## config.mk

```make
export PLATFORM = sky130hd
export DESIGN_NAME = ctsr_regs
export DESIGN_NICKNAME = d
export VERILOG_FILES = /design/src/ctsr_pkg.sv /design/src/ctsr_regs.sv
export SDC_FILE = /design/constraint.sdc
export NUM_CORES = 1
export LEC_CHECK = 0
export ABC_AREA = 1
export BUFFER_PORTS_ARGS = -buffer_cell sky130_fd_sc_hd__buf_2
export CAP_MARGIN = 20
export CORE_ASPECT_RATIO = 2
export CORE_UTILIZATION = 45
export DETAILED_ROUTE_END_ITERATION = 8
export HOLD_SLACK_MARGIN = 0.08
export PLACE_DENSITY = 0.81
export REMOVE_ABC_BUFFERS = 1
export SLEW_MARGIN = 20
export SYNTH_ARGS = -nofsm -noshare
export SYNTH_HDL_FRONTEND = slang
export SYNTH_SLANG_ARGS = --single-unit
```

## constraint.sdc

```tcl
create_clock -name clk -period 2.1 [get_ports clk]
set_input_delay 0.21 -clock clk [delete_from_list [all_inputs] [get_ports clk]]
set_output_delay 0.21 -clock clk [all_outputs]
set_load 0.03 [all_outputs]
```

## src/ctsr_pkg.sv

```systemverilog
// Shared constants for the calibration trigger and status register bank.
// Assumes an 8-bit register port with byte offsets as listed here.
package ctsr_pkg;

  ////////////////////////////////////////////////////////////////////////////
  // Register offsets
  localparam logic [7:0] OFF_CAL_STATUS  = 8'h6A;
  localparam logic [7:0] OFF_PIN_CONFIG  = 8'h6B;
  localparam logic [7:0] OFF_SOFT_TRIG   = 8'h6C;
  localparam logic [7:0] OFF_IRQ_STATUS  = 8'h70;
  localparam logic [7:0] OFF_IRQ_MASK    = 8'h71;

  ////////////////////////////////////////////////////////////////////////////
  // Field positions of the calibration status register
  localparam int STAT_FG_COMPLETE_BIT = 0;
  localparam int STAT_BG_HALTED_BIT   = 1;
  localparam int STAT_CODE_LSB        = 2;
  localparam int STAT_CODE_MSB        = 4;
  localparam int STAT_CODE_W          = 3;

  // Field positions of the pin configuration register
  localparam int CFG_TRIG_SRC_BIT     = 0;
  localparam int CFG_PIN_SEL_LSB      = 1;
  localparam int CFG_PIN_SEL_MSB      = 2;

  // Field position of the software trigger register
  localparam int SOFT_TRIG_BIT        = 0;

  ////////////////////////////////////////////////////////////////////////////
  // Interrupt event bits
  localparam int IRQ_FG_COMPLETE_BIT  = 0;
  localparam int IRQ_BG_HALTED_BIT    = 1;
  localparam int IRQ_BG_RESUMED_BIT   = 2;
  localparam int IRQ_ALARM_BIT        = 3;
  localparam int IRQ_W                = 4;

  ////////////////////////////////////////////////////////////////////////////
  // Reset values
  localparam logic [1:0]       RST_PIN_SEL   = 2'h0;
  localparam logic             RST_TRIG_SRC  = 1'b0;
  localparam logic             RST_SOFT_TRIG = 1'b1;
  localparam logic [IRQ_W-1:0] RST_IRQ_MASK  = 4'h0;

  ////////////////////////////////////////////////////////////////////////////
  // Status pin source codes
  localparam logic [1:0] PIN_SEL_FG_COMPLETE = 2'h0;
  localparam logic [1:0] PIN_SEL_BG_HALTED   = 2'h1;
  localparam logic [1:0] PIN_SEL_ALARM       = 2'h2;
  localparam logic [1:0] PIN_SEL_LOW         = 2'h3;

  // Trigger source codes
  localparam logic TRIG_SRC_SOFTWARE = 1'b0;
  localparam logic TRIG_SRC_PIN      = 1'b1;

  ////////////////////////////////////////////////////////////////////////////
  // Background halt tracker states
  typedef enum logic [2:0] {
    HALT_WAIT_FG = 3'b001,
    HALT_RUNNING = 3'b010,
    HALT_STOPPED = 3'b100
  } ctsr_halt_t;

endpackage

```

## src/ctsr_regs.sv

```systemverilog
// Calibration trigger and status register bank with status pin routing.
// Assumes the calibration engine reports its events as one-cycle pulses on
// clk and that all inputs are synchronous to clk.
//
// Local design decision: the plain strobed port.
`timescale 1ns/1ps

// Summary of operation
// - Status register read-only, code bits 4:2
// - Halted flag sets when stop reached
// - Halted flag clears when calibration resumes
// - Background off: halted follows foreground completion
// - Foreground flag high when done or skipped
// - Select field routes source to status pin
// - Source zero: software bit, pin ignored
// - Source one: pin used, software ignored
// - Software bit is trigger level, resets high
// - Triggered sleep: wake while trigger low
// - Background runs only when enabled
module ctsr_regs (
  // Clock, reset and enable
  input  wire logic       clk,
  input  wire logic       srst,
  input  wire logic       clkEn,
  // Register port
  input  wire logic [7:0] addr,
  input  wire logic [7:0] wrData,
  input  wire logic       wrEn,
  input  wire logic       rdEn,
  output logic      [7:0] rdData_q,
  // Calibration engine reports
  input  wire logic [2:0] calStatusCode,
  input  wire logic       fgDonePulse,
  input  wire logic       fgSkipPulse,
  input  wire logic       calRestartPulse,
  input  wire logic       bgStopPulse,
  input  wire logic       bgResumePulse,
  input  wire logic       alarmIn,
  // Mode bits from other calibration registers
  input  wire logic       backgroundCalEnable,
  input  wire logic       triggeredSleepMode,
  // Trigger pin and derived controls
  input  wire logic       triggerInputPin,
  output logic            calTrigger_q,
  output logic            coreWakeRequest_q,
  output logic            backgroundRun_q,
  // Status pin and interrupt
  output logic            statusOutputPin_q,
  output logic            irq_q
);

  ////////////////////////////////////////////////////////////////////////////
  // Declarations
  logic [1:0]                 pinSelect_q;
  logic                       triggerSourceSelect_q;
  logic                       softwareTriggerBit_q;
  logic [ctsr_pkg::IRQ_W-1:0] irqStatus_q;
  logic [ctsr_pkg::IRQ_W-1:0] irqMask_q;
  logic [ctsr_pkg::IRQ_W-1:0] irqEvents;
  logic [ctsr_pkg::IRQ_W-1:0] irqClear;
  logic [2:0]                 statusCode_q;
  logic                       fgComplete_q;
  logic                       alarm_q;
  logic                       alarmPrev_q;
  logic                       haltedPrev_q;
  logic                       fgCompletePrev_q;
  logic                       bgHalted;
  logic                       fgEvent;
  logic                       triggerSelected;
  logic                       pinSource;
  logic [7:0]                 statusByte;
  logic [7:0]                 configByte;
  logic [7:0]                 softTrigByte;
  logic [7:0]                 readMux;
  logic                       wrConfig;
  logic                       wrSoftTrig;
  logic                       wrIrqStatus;
  logic                       wrIrqMask;
  ctsr_pkg::ctsr_halt_t       haltState_q;
  ctsr_pkg::ctsr_halt_t       haltState_d;

  ////////////////////////////////////////////////////////////////////////////
  // Write decode; the status register has no write path at all
  assign wrConfig    = wrEn && (addr == ctsr_pkg::OFF_PIN_CONFIG);
  assign wrSoftTrig  = wrEn && (addr == ctsr_pkg::OFF_SOFT_TRIG);
  assign wrIrqStatus = wrEn && (addr == ctsr_pkg::OFF_IRQ_STATUS);
  assign wrIrqMask   = wrEn && (addr == ctsr_pkg::OFF_IRQ_MASK);

  // Pin configuration; reserved bits are not stored, so they read zero
  always_ff @(posedge clk) begin
    if (srst) begin
      pinSelect_q           <= ctsr_pkg::RST_PIN_SEL;
      triggerSourceSelect_q <= ctsr_pkg::RST_TRIG_SRC;
    end else if (clkEn && wrConfig) begin
      pinSelect_q           <= wrData[ctsr_pkg::CFG_PIN_SEL_MSB:ctsr_pkg::CFG_PIN_SEL_LSB];
      triggerSourceSelect_q <= wrData[ctsr_pkg::CFG_TRIG_SRC_BIT];
    end
  end

  // Software trigger level, high after reset
  always_ff @(posedge clk) begin
    if (srst) begin
      softwareTriggerBit_q <= ctsr_pkg::RST_SOFT_TRIG;
    end else if (clkEn && wrSoftTrig) begin
      softwareTriggerBit_q <= wrData[ctsr_pkg::SOFT_TRIG_BIT];
    end
  end

  ////////////////////////////////////////////////////////////////////////////
  // Engine status code is sampled for a stable readback, alarm for pin and interrupt
  always_ff @(posedge clk) begin
    if (srst) begin
      statusCode_q <= 3'h0;
      alarm_q      <= 1'b0;
    end else if (clkEn) begin
      statusCode_q <= calStatusCode;
      alarm_q      <= alarmIn;
    end
  end

  // Foreground completion: done or skipped both count
  assign fgEvent = fgDonePulse || fgSkipPulse;

  // Set wins over restart so a finish is never lost
  always_ff @(posedge clk) begin
    if (srst) begin
      fgComplete_q <= 1'b0;
    end else if (clkEn) begin
      if (fgEvent) begin
        fgComplete_q <= 1'b1;
      end else if (calRestartPulse) begin
        fgComplete_q <= 1'b0;
      end
    end
  end

  ////////////////////////////////////////////////////////////////////////////
  // Background halt tracker
  always_comb begin
    haltState_d = haltState_q;
    case (haltState_q)
      ctsr_pkg::HALT_WAIT_FG: begin
        if (fgEvent) begin
          if (backgroundCalEnable) begin
            haltState_d = ctsr_pkg::HALT_RUNNING;
          end else begin
            haltState_d = ctsr_pkg::HALT_STOPPED;
          end
        end
      end
      ctsr_pkg::HALT_RUNNING: begin
        if (bgStopPulse) begin
          haltState_d = ctsr_pkg::HALT_STOPPED;
        end else if (!backgroundCalEnable) begin
          haltState_d = ctsr_pkg::HALT_STOPPED;
        end else if (calRestartPulse) begin
          haltState_d = ctsr_pkg::HALT_WAIT_FG;
        end
      end
      ctsr_pkg::HALT_STOPPED: begin
        if (calRestartPulse && !fgEvent) begin
          haltState_d = ctsr_pkg::HALT_WAIT_FG;
        end else if (bgResumePulse && backgroundCalEnable) begin
          haltState_d = ctsr_pkg::HALT_RUNNING;
        end
      end
      default: begin
        haltState_d = ctsr_pkg::HALT_WAIT_FG;
      end
    endcase
  end

  // Tracker register
  always_ff @(posedge clk) begin
    if (srst) begin
      haltState_q <= ctsr_pkg::HALT_WAIT_FG;
    end else if (clkEn) begin
      haltState_q <= haltState_d;
    end
  end

  assign bgHalted = (haltState_q == ctsr_pkg::HALT_STOPPED);

  // Background run level toward the engine
  always_ff @(posedge clk) begin
    if (srst) begin
      backgroundRun_q <= 1'b0;
    end else if (clkEn) begin
      backgroundRun_q <= backgroundCalEnable &&
                         (haltState_d == ctsr_pkg::HALT_RUNNING);
    end
  end

  ////////////////////////////////////////////////////////////////////////////
  // Trigger source; the unselected source has no path at all
  always_comb begin
    if (triggerSourceSelect_q == ctsr_pkg::TRIG_SRC_PIN) begin
      triggerSelected = triggerInputPin;
    end else begin
      triggerSelected = softwareTriggerBit_q;
    end
  end

  // Registered trigger and wake request
  always_ff @(posedge clk) begin
    if (srst) begin
      calTrigger_q      <= ctsr_pkg::RST_SOFT_TRIG;
      coreWakeRequest_q <= 1'b0;
    end else if (clkEn) begin
      calTrigger_q      <= triggerSelected;
      coreWakeRequest_q <= triggeredSleepMode && !triggerSelected;
    end
  end

  ////////////////////////////////////////////////////////////////////////////
  // Status pin routing
  always_comb begin
    case (pinSelect_q)
      ctsr_pkg::PIN_SEL_FG_COMPLETE: pinSource = fgComplete_q;
      ctsr_pkg::PIN_SEL_BG_HALTED:   pinSource = bgHalted;
      ctsr_pkg::PIN_SEL_ALARM:       pinSource = alarm_q;
      ctsr_pkg::PIN_SEL_LOW:         pinSource = 1'b0;
      default:                       pinSource = 1'b0;
    endcase
  end

  // One flop keeps the pin glitch free, at one cycle of lag
  always_ff @(posedge clk) begin
    if (srst) begin
      statusOutputPin_q <= 1'b0;
    end else if (clkEn) begin
      statusOutputPin_q <= pinSource;
    end
  end

  ////////////////////////////////////////////////////////////////////////////
  // Edge history for interrupt events
  always_ff @(posedge clk) begin
    if (srst) begin
      fgCompletePrev_q <= 1'b0;
      haltedPrev_q     <= 1'b0;
      alarmPrev_q      <= 1'b0;
    end else if (clkEn) begin
      fgCompletePrev_q <= fgComplete_q;
      haltedPrev_q     <= bgHalted;
      alarmPrev_q      <= alarm_q;
    end
  end

  // Event pulses
  always_comb begin
    irqEvents = '0;
    irqEvents[ctsr_pkg::IRQ_FG_COMPLETE_BIT] = fgComplete_q && !fgCompletePrev_q;
    irqEvents[ctsr_pkg::IRQ_BG_HALTED_BIT]   = bgHalted && !haltedPrev_q;
    irqEvents[ctsr_pkg::IRQ_BG_RESUMED_BIT]  = !bgHalted && haltedPrev_q;
    irqEvents[ctsr_pkg::IRQ_ALARM_BIT]       = alarm_q && !alarmPrev_q;
  end

  assign irqClear = wrIrqStatus ? wrData[ctsr_pkg::IRQ_W-1:0] : '0;

  // Sticky status, write one to clear; a new event beats the clear
  always_ff @(posedge clk) begin
    if (srst) begin
      irqStatus_q <= '0;
    end else if (clkEn) begin
      irqStatus_q <= (irqStatus_q & ~irqClear) | irqEvents;
    end
  end

  // Interrupt mask
  always_ff @(posedge clk) begin
    if (srst) begin
      irqMask_q <= ctsr_pkg::RST_IRQ_MASK;
    end else if (clkEn && wrIrqMask) begin
      irqMask_q <= wrData[ctsr_pkg::IRQ_W-1:0];
    end
  end

  // Level interrupt from the next status value, so it needs no extra lag
  always_ff @(posedge clk) begin
    if (srst) begin
      irq_q <= 1'b0;
    end else if (clkEn) begin
      irq_q <= |(((irqStatus_q & ~irqClear) | irqEvents) & irqMask_q);
    end
  end

  ////////////////////////////////////////////////////////////////////////////
  // Readback images; unstored bits read as zero
  always_comb begin
    statusByte = 8'h00;
    statusByte[ctsr_pkg::STAT_CODE_MSB:ctsr_pkg::STAT_CODE_LSB] = statusCode_q;
    statusByte[ctsr_pkg::STAT_BG_HALTED_BIT]   = bgHalted;
    statusByte[ctsr_pkg::STAT_FG_COMPLETE_BIT] = fgComplete_q;
  end

  always_comb begin
    configByte = 8'h00;
    configByte[ctsr_pkg::CFG_PIN_SEL_MSB:ctsr_pkg::CFG_PIN_SEL_LSB] = pinSelect_q;
    configByte[ctsr_pkg::CFG_TRIG_SRC_BIT] = triggerSourceSelect_q;
    softTrigByte = 8'h00;
    softTrigByte[ctsr_pkg::SOFT_TRIG_BIT] = softwareTriggerBit_q;
  end

  // Read decode; unmapped offsets return zero
  always_comb begin
    case (addr)
      ctsr_pkg::OFF_CAL_STATUS: readMux = statusByte;
      ctsr_pkg::OFF_PIN_CONFIG: readMux = configByte;
      ctsr_pkg::OFF_SOFT_TRIG:  readMux = softTrigByte;
      ctsr_pkg::OFF_IRQ_STATUS: readMux = {4'h0, irqStatus_q};
      ctsr_pkg::OFF_IRQ_MASK:   readMux = {4'h0, irqMask_q};
      default:                  readMux = 8'h00;
    endcase
  end

  // Read data valid only in the cycle after the strobe
  always_ff @(posedge clk) begin
    if (srst) begin
      rdData_q <= 8'h00;
    end else if (clkEn) begin
      rdData_q <= rdEn ? readMux : 8'h00;
    end
  end

endmodule

```

==> results.cfg, run 1 <==
[clock_network]
cts_buffers = 5
cts_max_path_buffers = 2
cts_hold_buffers = 0
htree_levels = 2
clk_pin_slew_ns = 0.07
post_cts_buffers = 0
clock-sinks = 33
clkLatencyLatePin_ns = 0.29
cts_tree = built
cts_root_buf = clkbuf_8
ctsResizeCount = 0

[worst_setup_path]
critPathMaxStageDelay_ns = 0.36
r2r-start = haltState_q[2]$_SDFFE_PP0P_
critPathMaxFanout = 6
rr_endpoint = backgroundRun_q$_SDFFE_PP0P_
required_ns = 2.32
cp.arrival_ns = 1.56
path_cells = inv_2 > nor3_4 > inv_2 > nand3b_1 > nand2_1 > nand3b_4 > a21oi_2
slowest_stage = dfxtp_1
cp-startpoint = haltState_q[2]$_SDFFE_PP0P_
crit_path_end = backgroundRun_q$_SDFFE_PP0P_
start_kind = flop
critPathKind = reg2reg
crit_family = simple AND/OR/NAND/NOR gates
worst-path-stages = 7
crit_buf_inv = 2
rrSetupSlack_ns = 0.77
crit_path_end_kind = flop
crit_top_cell = inv_2
ff2ff_path_depth = 7

[global_routing]
grt_max_degree = 24
grt_antenna_before_repair = 0
global_route.overflow_total = 0
grt_usage_pct = 22.09
grt_pass1_vias = 1633
grt_pass1_wl_um = 6748

[yosys]
ys_ff_latch = 33
synthDistinctLibCells = 37
synth_area_per_cell_um2 = 7.275
async_flop_share_pct = 0
synth_edf_count = 0
syn_inst = 242
synth_ff_type = dfxtp_1
synth_top_area_cell = dfxtp_1
ys_warn_count = 0
synthTopCellsByArea = dfxtp_1 (38%), nand2_1 (8.1%), a21oi_1 (5.4%)
ys_seq_area_share_pct = 37.53
synth_top_cell_area_share_pct = 37.53
synthesis.area_mm2 = 0.001760

[power_and_ir_drop]
p_leak_nw = 0.9226
vdd_drop_max_mv = 0.4859
p_per_area_mw_per_mm2 = 727.9

[routing]
ant_nets = 0
avgViaCountPerCell = 5.225
num_vias = 1719
post-route-drc-count = 0
drt_first_pass_iters = 4
drt_iter0_markers = 36
wire_per_inst_um = 12.52
drt_wl_total_um = 4119

[final_layout]
utilization_pct = 56.37
drive_gt1_share_pct = 29.64
syn_to_final_growth_pct = 17.98
antenna_cells = 0
final_nets = 312

[placement]
place_congestion = 0.9060
hpwl_um = 3177
portBuffers = 38
pre_cts_ws_ns = 0.7086

[min_path]
hp-class = in2reg

[sta]
slew_viol_final = 0
fmax_ghz = 0.7499
setup_viol = 0
fin_hold_ws_ns = 0.1475
skew_ns = 0.006422
fin_crit_ns = 1.334
setup_tns_ns = 0
rsz0062_at_grt = no
finalWorstSetupSlack_ns = 0.7665
min_period_over_period_pct = 63.50
final_hold_viol_count = 0
worst_pin_slew_ns = 0.5724
max-slew-margin-rel_pct = 61.80

[floorplanning]
dieHeight_um = 90.46
start_util_pct = 47.78
die_w_um = 46.23
core_mm2 = 0.003685
ioPinCount = 46
die_area_mm2 = 0.004181
rows = 31

[status]
status = completed

[flow_run]
maxCapViolCount = 0
sequential cells by signal, summed over array words and instances, names as in the netlist:
register	flops
rdData_q	5
irqMask_q	4
irqStatus_q	4
haltState_q	3
statusCode_q	3
pinSelect_q	2
alarmPrev_q	1
alarm_q	1
backgroundRun_q	1
calTrigger_q	1
coreWakeRequest_q	1
fgCompletePrev_q	1
fgComplete_q	1
haltedPrev_q	1
irq_q	1
softwareTriggerBit_q	1
statusOutputPin_q	1
triggerSourceSelect_q	1
placed cells by master, fill, tap and decap left out, types with 2 or more instances in the layout:
cell / n
a21oi_1: 19
a21oi_2: 4
buf_2: 38
clkbuf_8: 6
conb_1: 3
dfxtp_1: 33
inv_1: 18
inv_2: 9
nand2_1: 38
nand2_2: 5
nand3_1: 19
nand3_2: 3
nand4_1: 7
nor2_1: 20
nor2_2: 3
nor3_1: 4
nor3_2: 4
nor3_4: 2
o21ai_0: 11
o21ai_1: 16
area by class of cell:
cell class,instances,area [µm²]
fillers,387,1608
inverters,29,110.1
flip-flops and latches,33,660.6
repair buffers,39,197.7
clock inverters,1,30.03
well taps,49,61.31
multi-input cells,171,930.9
clock buffers,7,86.33
worst min-delay path by stage:
stage | from | end | slack, ns | cells past startpoint
2_1_floorplan | srst | backgroundRun_q$_SDFFE_PP0P_ | 0.27 | 1
3_3_place_gp | calStatusCode[2] | statusCode_q[2]$_SDFFE_PP0P_ | 0.44 | 3
3_5_place_dp | calStatusCode[2] | statusCode_q[2]$_SDFFE_PP0P_ | 0.45 | 3
4_1_cts | calStatusCode[2] | statusCode_q[2]$_SDFFE_PP0P_ | 0.15 | 3
5_1_grt | calStatusCode[1] | statusCode_q[1]$_SDFFE_PP0P_ | 0.15 | 3
6_report | calStatusCode[2] | statusCode_q[2]$_SDFFE_PP0P_ | 0.15 | 3
kinds of logic after synthesis:
group                  count (synthesis)  synth area share (%)
AO/OA/AOI/OAI                         55                 17.48
flip-flops                            33                 37.53
other                                  1                0.2130
AND/OR/NAND/NOR                      113                 34.76
buffers and inverters                 40                 10.02
metal layers:
metal	routed length, µm	track usage [%]	up-vias	share of wire [%]
li1	-	-	871	-
met4	182	14.22	0	4.4
met5	0	0	-	0
met2	2311	39.79	49	56
met1	1491	20.23	782	36
met3	133	4.200	17	3.2
power breakdown:
group	switching, W	internal, W	leakage, nW
combinational	0.000136	0.0000766	0.594
sequential	0.0000197	0.000654	0.270
clock	0.000238	0.000387	0.0585
total	0.000394	0.00112	0.923
worst register-to-register path, delay by kind of cell, from the launching register on:
kind            cells  cell delay (ns)
compound gates      1             0.12
simple gates        4             0.64
flops               1             0.36
buf+inv             2             0.15
cells in the mapped netlist, types with 5 or more instances:
cell type / number
a21oi_1: 19
nand3_1: 19
dfxtp_1: 33
nand2_1: 38
nand2_2: 5
inv_1: 18
nand4_1: 7
o21ai_1: 16
o21ai_0: 11
inv_2: 9
nor2_1: 20
stage by stage:
step,total power (W),instance area (µm²),instances
floorplan,0.0008201,1702,233
global placement,0.0008955,1961,321
detailed placement,0.0009011,1961,321
CTS,0.001520,2077,329
global route,0.001578,2077,329
finish,0.001512,2077,329
Note: power is estimated with default switching activity, not from simulation.
==> run 2: changes to the inputs <==
==> constraint.sdc (replaced) <==
create_clock -name clk -period 1.4 [get_ports clk]
set_input_delay 0.14 -clock clk [delete_from_list [all_inputs] [get_ports clk]]
set_output_delay 0.14 -clock clk [all_outputs]
set_load 0.03 [all_outputs]
==> results.cfg, run 2 (synthesis results as in run 1) <==
[global_routing]
grt_antenna_before_repair = 0
global_route.overflow_total = 0
grt_max_degree = 20
grt_pass1_wl_um = 7086
grt_pass1_vias = 1631
grt_usage_pct = 22.91

[min_path]
holdPathEnd = statusCode_q[0]$_SDFFE_PP0P_
whs_path_depth = 3
hp-class = in2reg
min_from = calStatusCode[0]

[worst_setup_path]
r2r-start = haltState_q[2]$_SDFFE_PP0P_
rrSetupSlack_ns = 0.07
critPathMaxStageDelay_ns = 0.36
critPathKind = reg2reg
required_ns = 1.63
path_cells = inv_4 > nor3_4 > inv_2 > nand3b_1 > nand2_1 > nand3b_4 > a21oi_2
critPathMaxFanout = 5
crit_path_end_kind = flop
start_kind = flop
rr_endpoint = backgroundRun_q$_SDFFE_PP0P_
slowest_stage = dfxtp_2
ff2ff_path_depth = 7
cp.arrival_ns = 1.56

[floorplanning]
rows = 31
dieHeight_um = 90.46
die_area_mm2 = 0.004181
core_mm2 = 0.003685
start_util_pct = 47.78
ioPinCount = 46
die_w_um = 46.23

[routing]
num_vias = 1769
drt_first_pass_iters = 4
drt_wl_total_um = 4204
ant_nets = 0
drt_iter0_markers = 47
avgViaCountPerCell = 5.234
post-route-drc-count = 0
wire_per_inst_um = 12.44

[sta]
worst_pin_slew_ns = 0.4989
fin_crit_ns = 1.333
fmax_ghz = 0.7502
min_period_over_period_pct = 95.21
setup_viol = 0
fin_hold_ws_ns = 0.09002
max-slew-margin-rel_pct = 66.70
skew_ns = 0.009192
final_hold_viol_count = 0
slew_viol_final = 0
rsz0062_at_grt = yes

[clock_network]
clk_pin_slew_ns = 0.07
clkLatencyLatePin_ns = 0.28
cts_buffers = 5
cts_root_buf = clkbuf_8
htree_levels = 2
cts_max_path_buffers = 2
cts_tree = built
clock-sinks = 33

[placement]
dp.cells = 325
place_congestion = 0.8686
portBuffers = 38
hpwl_um = 3159

[final_layout]
layout_commonest_cell = buf_2
regMostFlops = rdData_q
multiInputGateArea_um2 = 933.4
drive_gt1_share_pct = 32.18
largest_reg_flops = 5
fillers = 363
reg_top3 = rdData_q: 5 flops, irqMask_q: 4 flops, irqStatus_q: 4 flops
syn_to_final_growth_pct = 20.40
antenna_cells = 0
final_nets = 321
seqCellArea_um2 = 661.9
final_cell_mix = buf_2 (38), nand2_1 (37), dfxtp_1 (32)
fin_cells = 338

[power_and_ir_drop]
vdd_drop_max_mv = 0.8437
p_leak_nw = 0.9536
p_per_area_mw_per_mm2 = 963.6

[flow_run]
maxCapViolCount = 0

[status]
status = completed
run 2: cell types whose count changed in the layout (fill, tap and decap cells not counted), sizes merged:
cell	before	now
buf	39	47
bufinv	1	0
clkbuf	7	6
clkinv	2	4
dlygate4sd3	0	1
run 2: worst max-delay path: cells and delay by family, from the launching register on:
kind | cells | cell delay [ns]
and+or+nand+nor | 4 | 0.65
buffers and inverters | 2 | 0.13
AOI/OAI and AO/OA | 1 | 0.13
DFF | 1 | 0.36
run 2: layout make-up:
type                       count  area share (%)
inverter                      29           5.313
timing repair buffer          48           12.63
sequential                    33           31.23
clock inverter                 2          0.4723
tap                           49           2.893
multi-input combinational    171           44.04
clock buffer                   6           3.424
run 2: timing repair:
item,in CTS,in global routing
endpoints found under the hold margin,1,0
setup endpoints to repair,0,4
resized for setup,0,3
hold buffers,1,0
buffers inserted,0,4
run 2: stage by stage:
step	utilization (%)	worst slack, ns	setup TNS, ns	power [W]	area (µm²)
final	57.52	0.06710	0	0.002042	2120
after global routing	57.52	-0.03558	-0.05168	0.002125	2120
after CTS	56.54	0.04461	0	0.002035	2083
after detailed placement	54.02	0.06119	0	0.001360	1991
after global placement	54.02	0.1059	0	0.001351	1991
after floorplan	-	0.2669	0	0.001230	1702
run 2: report_power, final:
| group | total, W | switching [W] | internal (W) |
|---|---|---|---|
| logic | 0.000342 | 0.000210 | 0.000132 |
| registers | 0.00101 | 0.0000314 | 0.000982 |
| clock network | 0.000687 | 0.000343 | 0.000344 |
run 2: how the worst max path moves through the flow:
stage                                     start                           end  cells after the start
global placement    haltState_q[1]$_SDFFE_PP0P_  backgroundRun_q$_SDFFE_PP0P_                      6
detailed placement  haltState_q[2]$_SDFFE_PP0P_  backgroundRun_q$_SDFFE_PP0P_                      7
floorplan           haltState_q[0]$_SDFFE_PP1P_  backgroundRun_q$_SDFFE_PP0P_                      6
finish              haltState_q[2]$_SDFFE_PP0P_  backgroundRun_q$_SDFFE_PP0P_                      7
CTS                 haltState_q[2]$_SDFFE_PP0P_  backgroundRun_q$_SDFFE_PP0P_                      7
global route        haltState_q[2]$_SDFFE_PP0P_  backgroundRun_q$_SDFFE_PP0P_                      7
run 2: per-layer routing:
| layer | track usage [%] | vias up | share of wire, % |
|---|---|---|---|
| met3 | 4.200 | 15 | 3.7 |
| li1 | - | 894 | - |
| met4 | 12.25 | 0 | 3.0 |
| met5 | 0 | - | 0 |
| met2 | 39.32 | 54 | 56 |
| met1 | 24.43 | 806 | 38 |
==> run 3: changes to the inputs <==
--- a/config.mk
+++ b/config.mk
@@ -8,11 +8,13 @@
 export ABC_AREA = 1
 export BUFFER_PORTS_ARGS = -buffer_cell sky130_fd_sc_hd__buf_2
 export CAP_MARGIN = 20
+export CELL_PAD_IN_SITES_DETAIL_PLACEMENT = 2
+export CELL_PAD_IN_SITES_GLOBAL_PLACEMENT = 2
 export CORE_ASPECT_RATIO = 2
-export CORE_UTILIZATION = 45
+export CORE_UTILIZATION = 28
 export DETAILED_ROUTE_END_ITERATION = 8
 export HOLD_SLACK_MARGIN = 0.08
-export PLACE_DENSITY = 0.81
+export PLACE_DENSITY = 0.88
 export REMOVE_ABC_BUFFERS = 1
 export SLEW_MARGIN = 20
 export SYNTH_ARGS = -nofsm -noshare
==> results.cfg, run 3 (synthesis results as in run 1) <==
[clock_network]
clock-sinks = 33
clkLatencyLatePin_ns = 0.28
cts_max_path_buffers = 2
cts_root_buf = clkbuf_16
clk_pin_slew_ns = 0.06
cts_tree = built
cts_buffers = 5
htree_levels = 2

[status]
status = finished, violations left
violations = design-rule violations

[worst_setup_path]
slowest_stage = dfxtp_2
cp.arrival_ns = 1.47
required_ns = 1.57
critPathMaxStageDelay_ns = 0.33
crit_top_cell = inv_2
crit_family = simple AND/OR/NAND/NOR gates
crit_buf_inv = 2
start_kind = flop
critPathKind = reg2reg
crit_path_end_kind = flop
critPathMaxFanout = 6
path_cells = inv_2 > nor3_4 > inv_2 > nand3b_1 > nand3_1 > a21oi_2 > o21ai_1

[sta]
skew_ns = 0.002102
fmax_ghz = 0.7689
slew_viol_final = 0
min_period_over_period_pct = 92.89
final_hold_viol_count = 0
fin_crit_ns = 1.301
setup_viol = 0
setup_tns_ns = 0

[routing]
avgViaCountPerCell = 4.962
wire_per_inst_um = 16.61
post-route-drc-count = 2
drt_wl_total_um = 6146
ant_nets = 0
drt_first_pass_iters = 6
num_vias = 1836
drt_iter0_markers = 35

[global_routing]
busiest_layer = met2
grt_usage_pct = 20.18
grt_pass1_wl_um = 9804
grtUsageMet1_pct = 18.49
grt_max_degree = 21
grt_antenna_before_repair = 0
grt_use_met2_pct = 39.31
global_route.overflow_total = 0
grt_pass1_vias = 2057
met3_usage_pct = 2.260

[final_layout]
syn_to_final_growth_pct = 28.00
fillers = 734
reg_top3 = rdData_q: 5 flops, irqMask_q: 4 flops, irqStatus_q: 4 flops
drive_gt1_share_pct = 33.22
final_nets = 318
regMostFlops = rdData_q
final_cell_mix = nand2_1 (38), buf_2 (38), dfxtp_1 (30)
antenna_cells = 0
largest_reg_flops = 5
fin_cells = 370

[placement]
place_congestion = 0.8144
dp.cells = 360
portBuffers = 38
hpwl_um = 4496

[floorplanning]
dieHeight_um = 114.1
start_util_pct = 29.07
ioPinCount = 46
core_mm2 = 0.006056
die_w_um = 58.07
die_area_mm2 = 0.006628
rows = 40

[power_and_ir_drop]
switchingPower_w = 0.0006952
sw_frac_of_total_pct = 24.60
p_leak_nw = 0.9901
seqPwrFrac_pct = 36.1
vdd_drop_max_mv = 0.6420
p_per_area_mw_per_mm2 = 1254
p_int_w = 0.002130
p_clk_share_pct = 51.0
combPwrFrac_pct = 12.8

[min_path]
hp-class = in2reg

[flow_run]
maxCapViolCount = 0
## run 3: cell types whose count changed in the layout (fill, tap and decap cells not counted), sizes merged
cell,delta
buf,-2
bufinv,+2
clkbuf,-1
clkinv,-1
dlygate4sd3,-1
## run 3: through the flow
| stage | hold slack [ns] | worst slack [ns] | cell area, µm² | util (%) | power [W] |
|---|---|---|---|---|---|
| 6_report | 0.09947 | 0.09947 | 2253 | 37.21 | 0.002825 |
| 3_5_place_dp | 0.3906 | -0.002762 | 2034 | 33.60 | 0.001383 |
| 2_1_floorplan | 0.2024 | 0.2669 | 1702 | - | 0.001230 |
| 3_3_place_gp | 0.3681 | 0.06887 | 2034 | 33.60 | 0.001366 |
| 4_1_cts | 0.1003 | 0.04090 | 2225 | 36.74 | 0.002841 |
| 5_1_grt | 0.1418 | -0.003464 | 2253 | 37.21 | 0.002926 |
## run 3: layout make-up
class / count / area (µm²) / area share (%)
multi-input combinational: 171 / 940.9 / 41.75
sequential: 33 / 664.4 / 29.48
timing repair buffer: 45 / 242.7 / 10.77
clock buffer: 5 / 125.1 / 5.552
inverter: 29 / 110.1 / 4.886
tap: 84 / 105.1 / 4.664
clock inverter: 3 / 65.06 / 2.887
## run 3: worst min-delay path, stage by stage
cell and delay, ns:
buf_2 0.07, nor2_1 0.04, nor2_1 0.09
## run 3: power groups by stage
stage | Sequential (W) | Clock, W | Combinational (W)
final | 0.00102 | 0.00144 | 0.000362
after global routing | 0.00102 | 0.00150 | 0.000399
after CTS | 0.00102 | 0.00147 | 0.000355
after detailed placement | 0.00104 | 0 | 0.000346
after global placement | 0.00103 | 0 | 0.000333
after floorplan | 0.00104 | 0 | 0.000186
## run 3: timing repair
action                                  in CTS  in global routing
resized for setup                            0                  6
hold buffers                                 0                  0
hold endpoints to repair                     0                  0
endpoints found under the setup margin       0                  4
buffers inserted                             0                  2
## run 3: path summary, 6_finish.rpt
check                                                 start  slack (ns)  cells past startpoint                      endpoint
worst max-delay path            haltState_q[2]$_SDFFE_PP0P_         0.1                      7   haltState_q[0]$_SDFFE_PP1P_
worst min-delay path                       calStatusCode[1]         0.1                      3  statusCode_q[1]$_SDFFE_PP0P_
worst max register to register  haltState_q[2]$_SDFFE_PP0P_         0.1                      7   haltState_q[0]$_SDFFE_PP1P_
worst min register to register    calTrigger_q$_SDFFE_PP1P_        0.46                      2     calTrigger_q$_SDFFE_PP1P_
## run 3: routing by layer
layer,up-vias,routed length (µm)
met3,19,144
li1,883,-
met5,-,0
met4,0,325
met2,42,3531
met1,892,2145
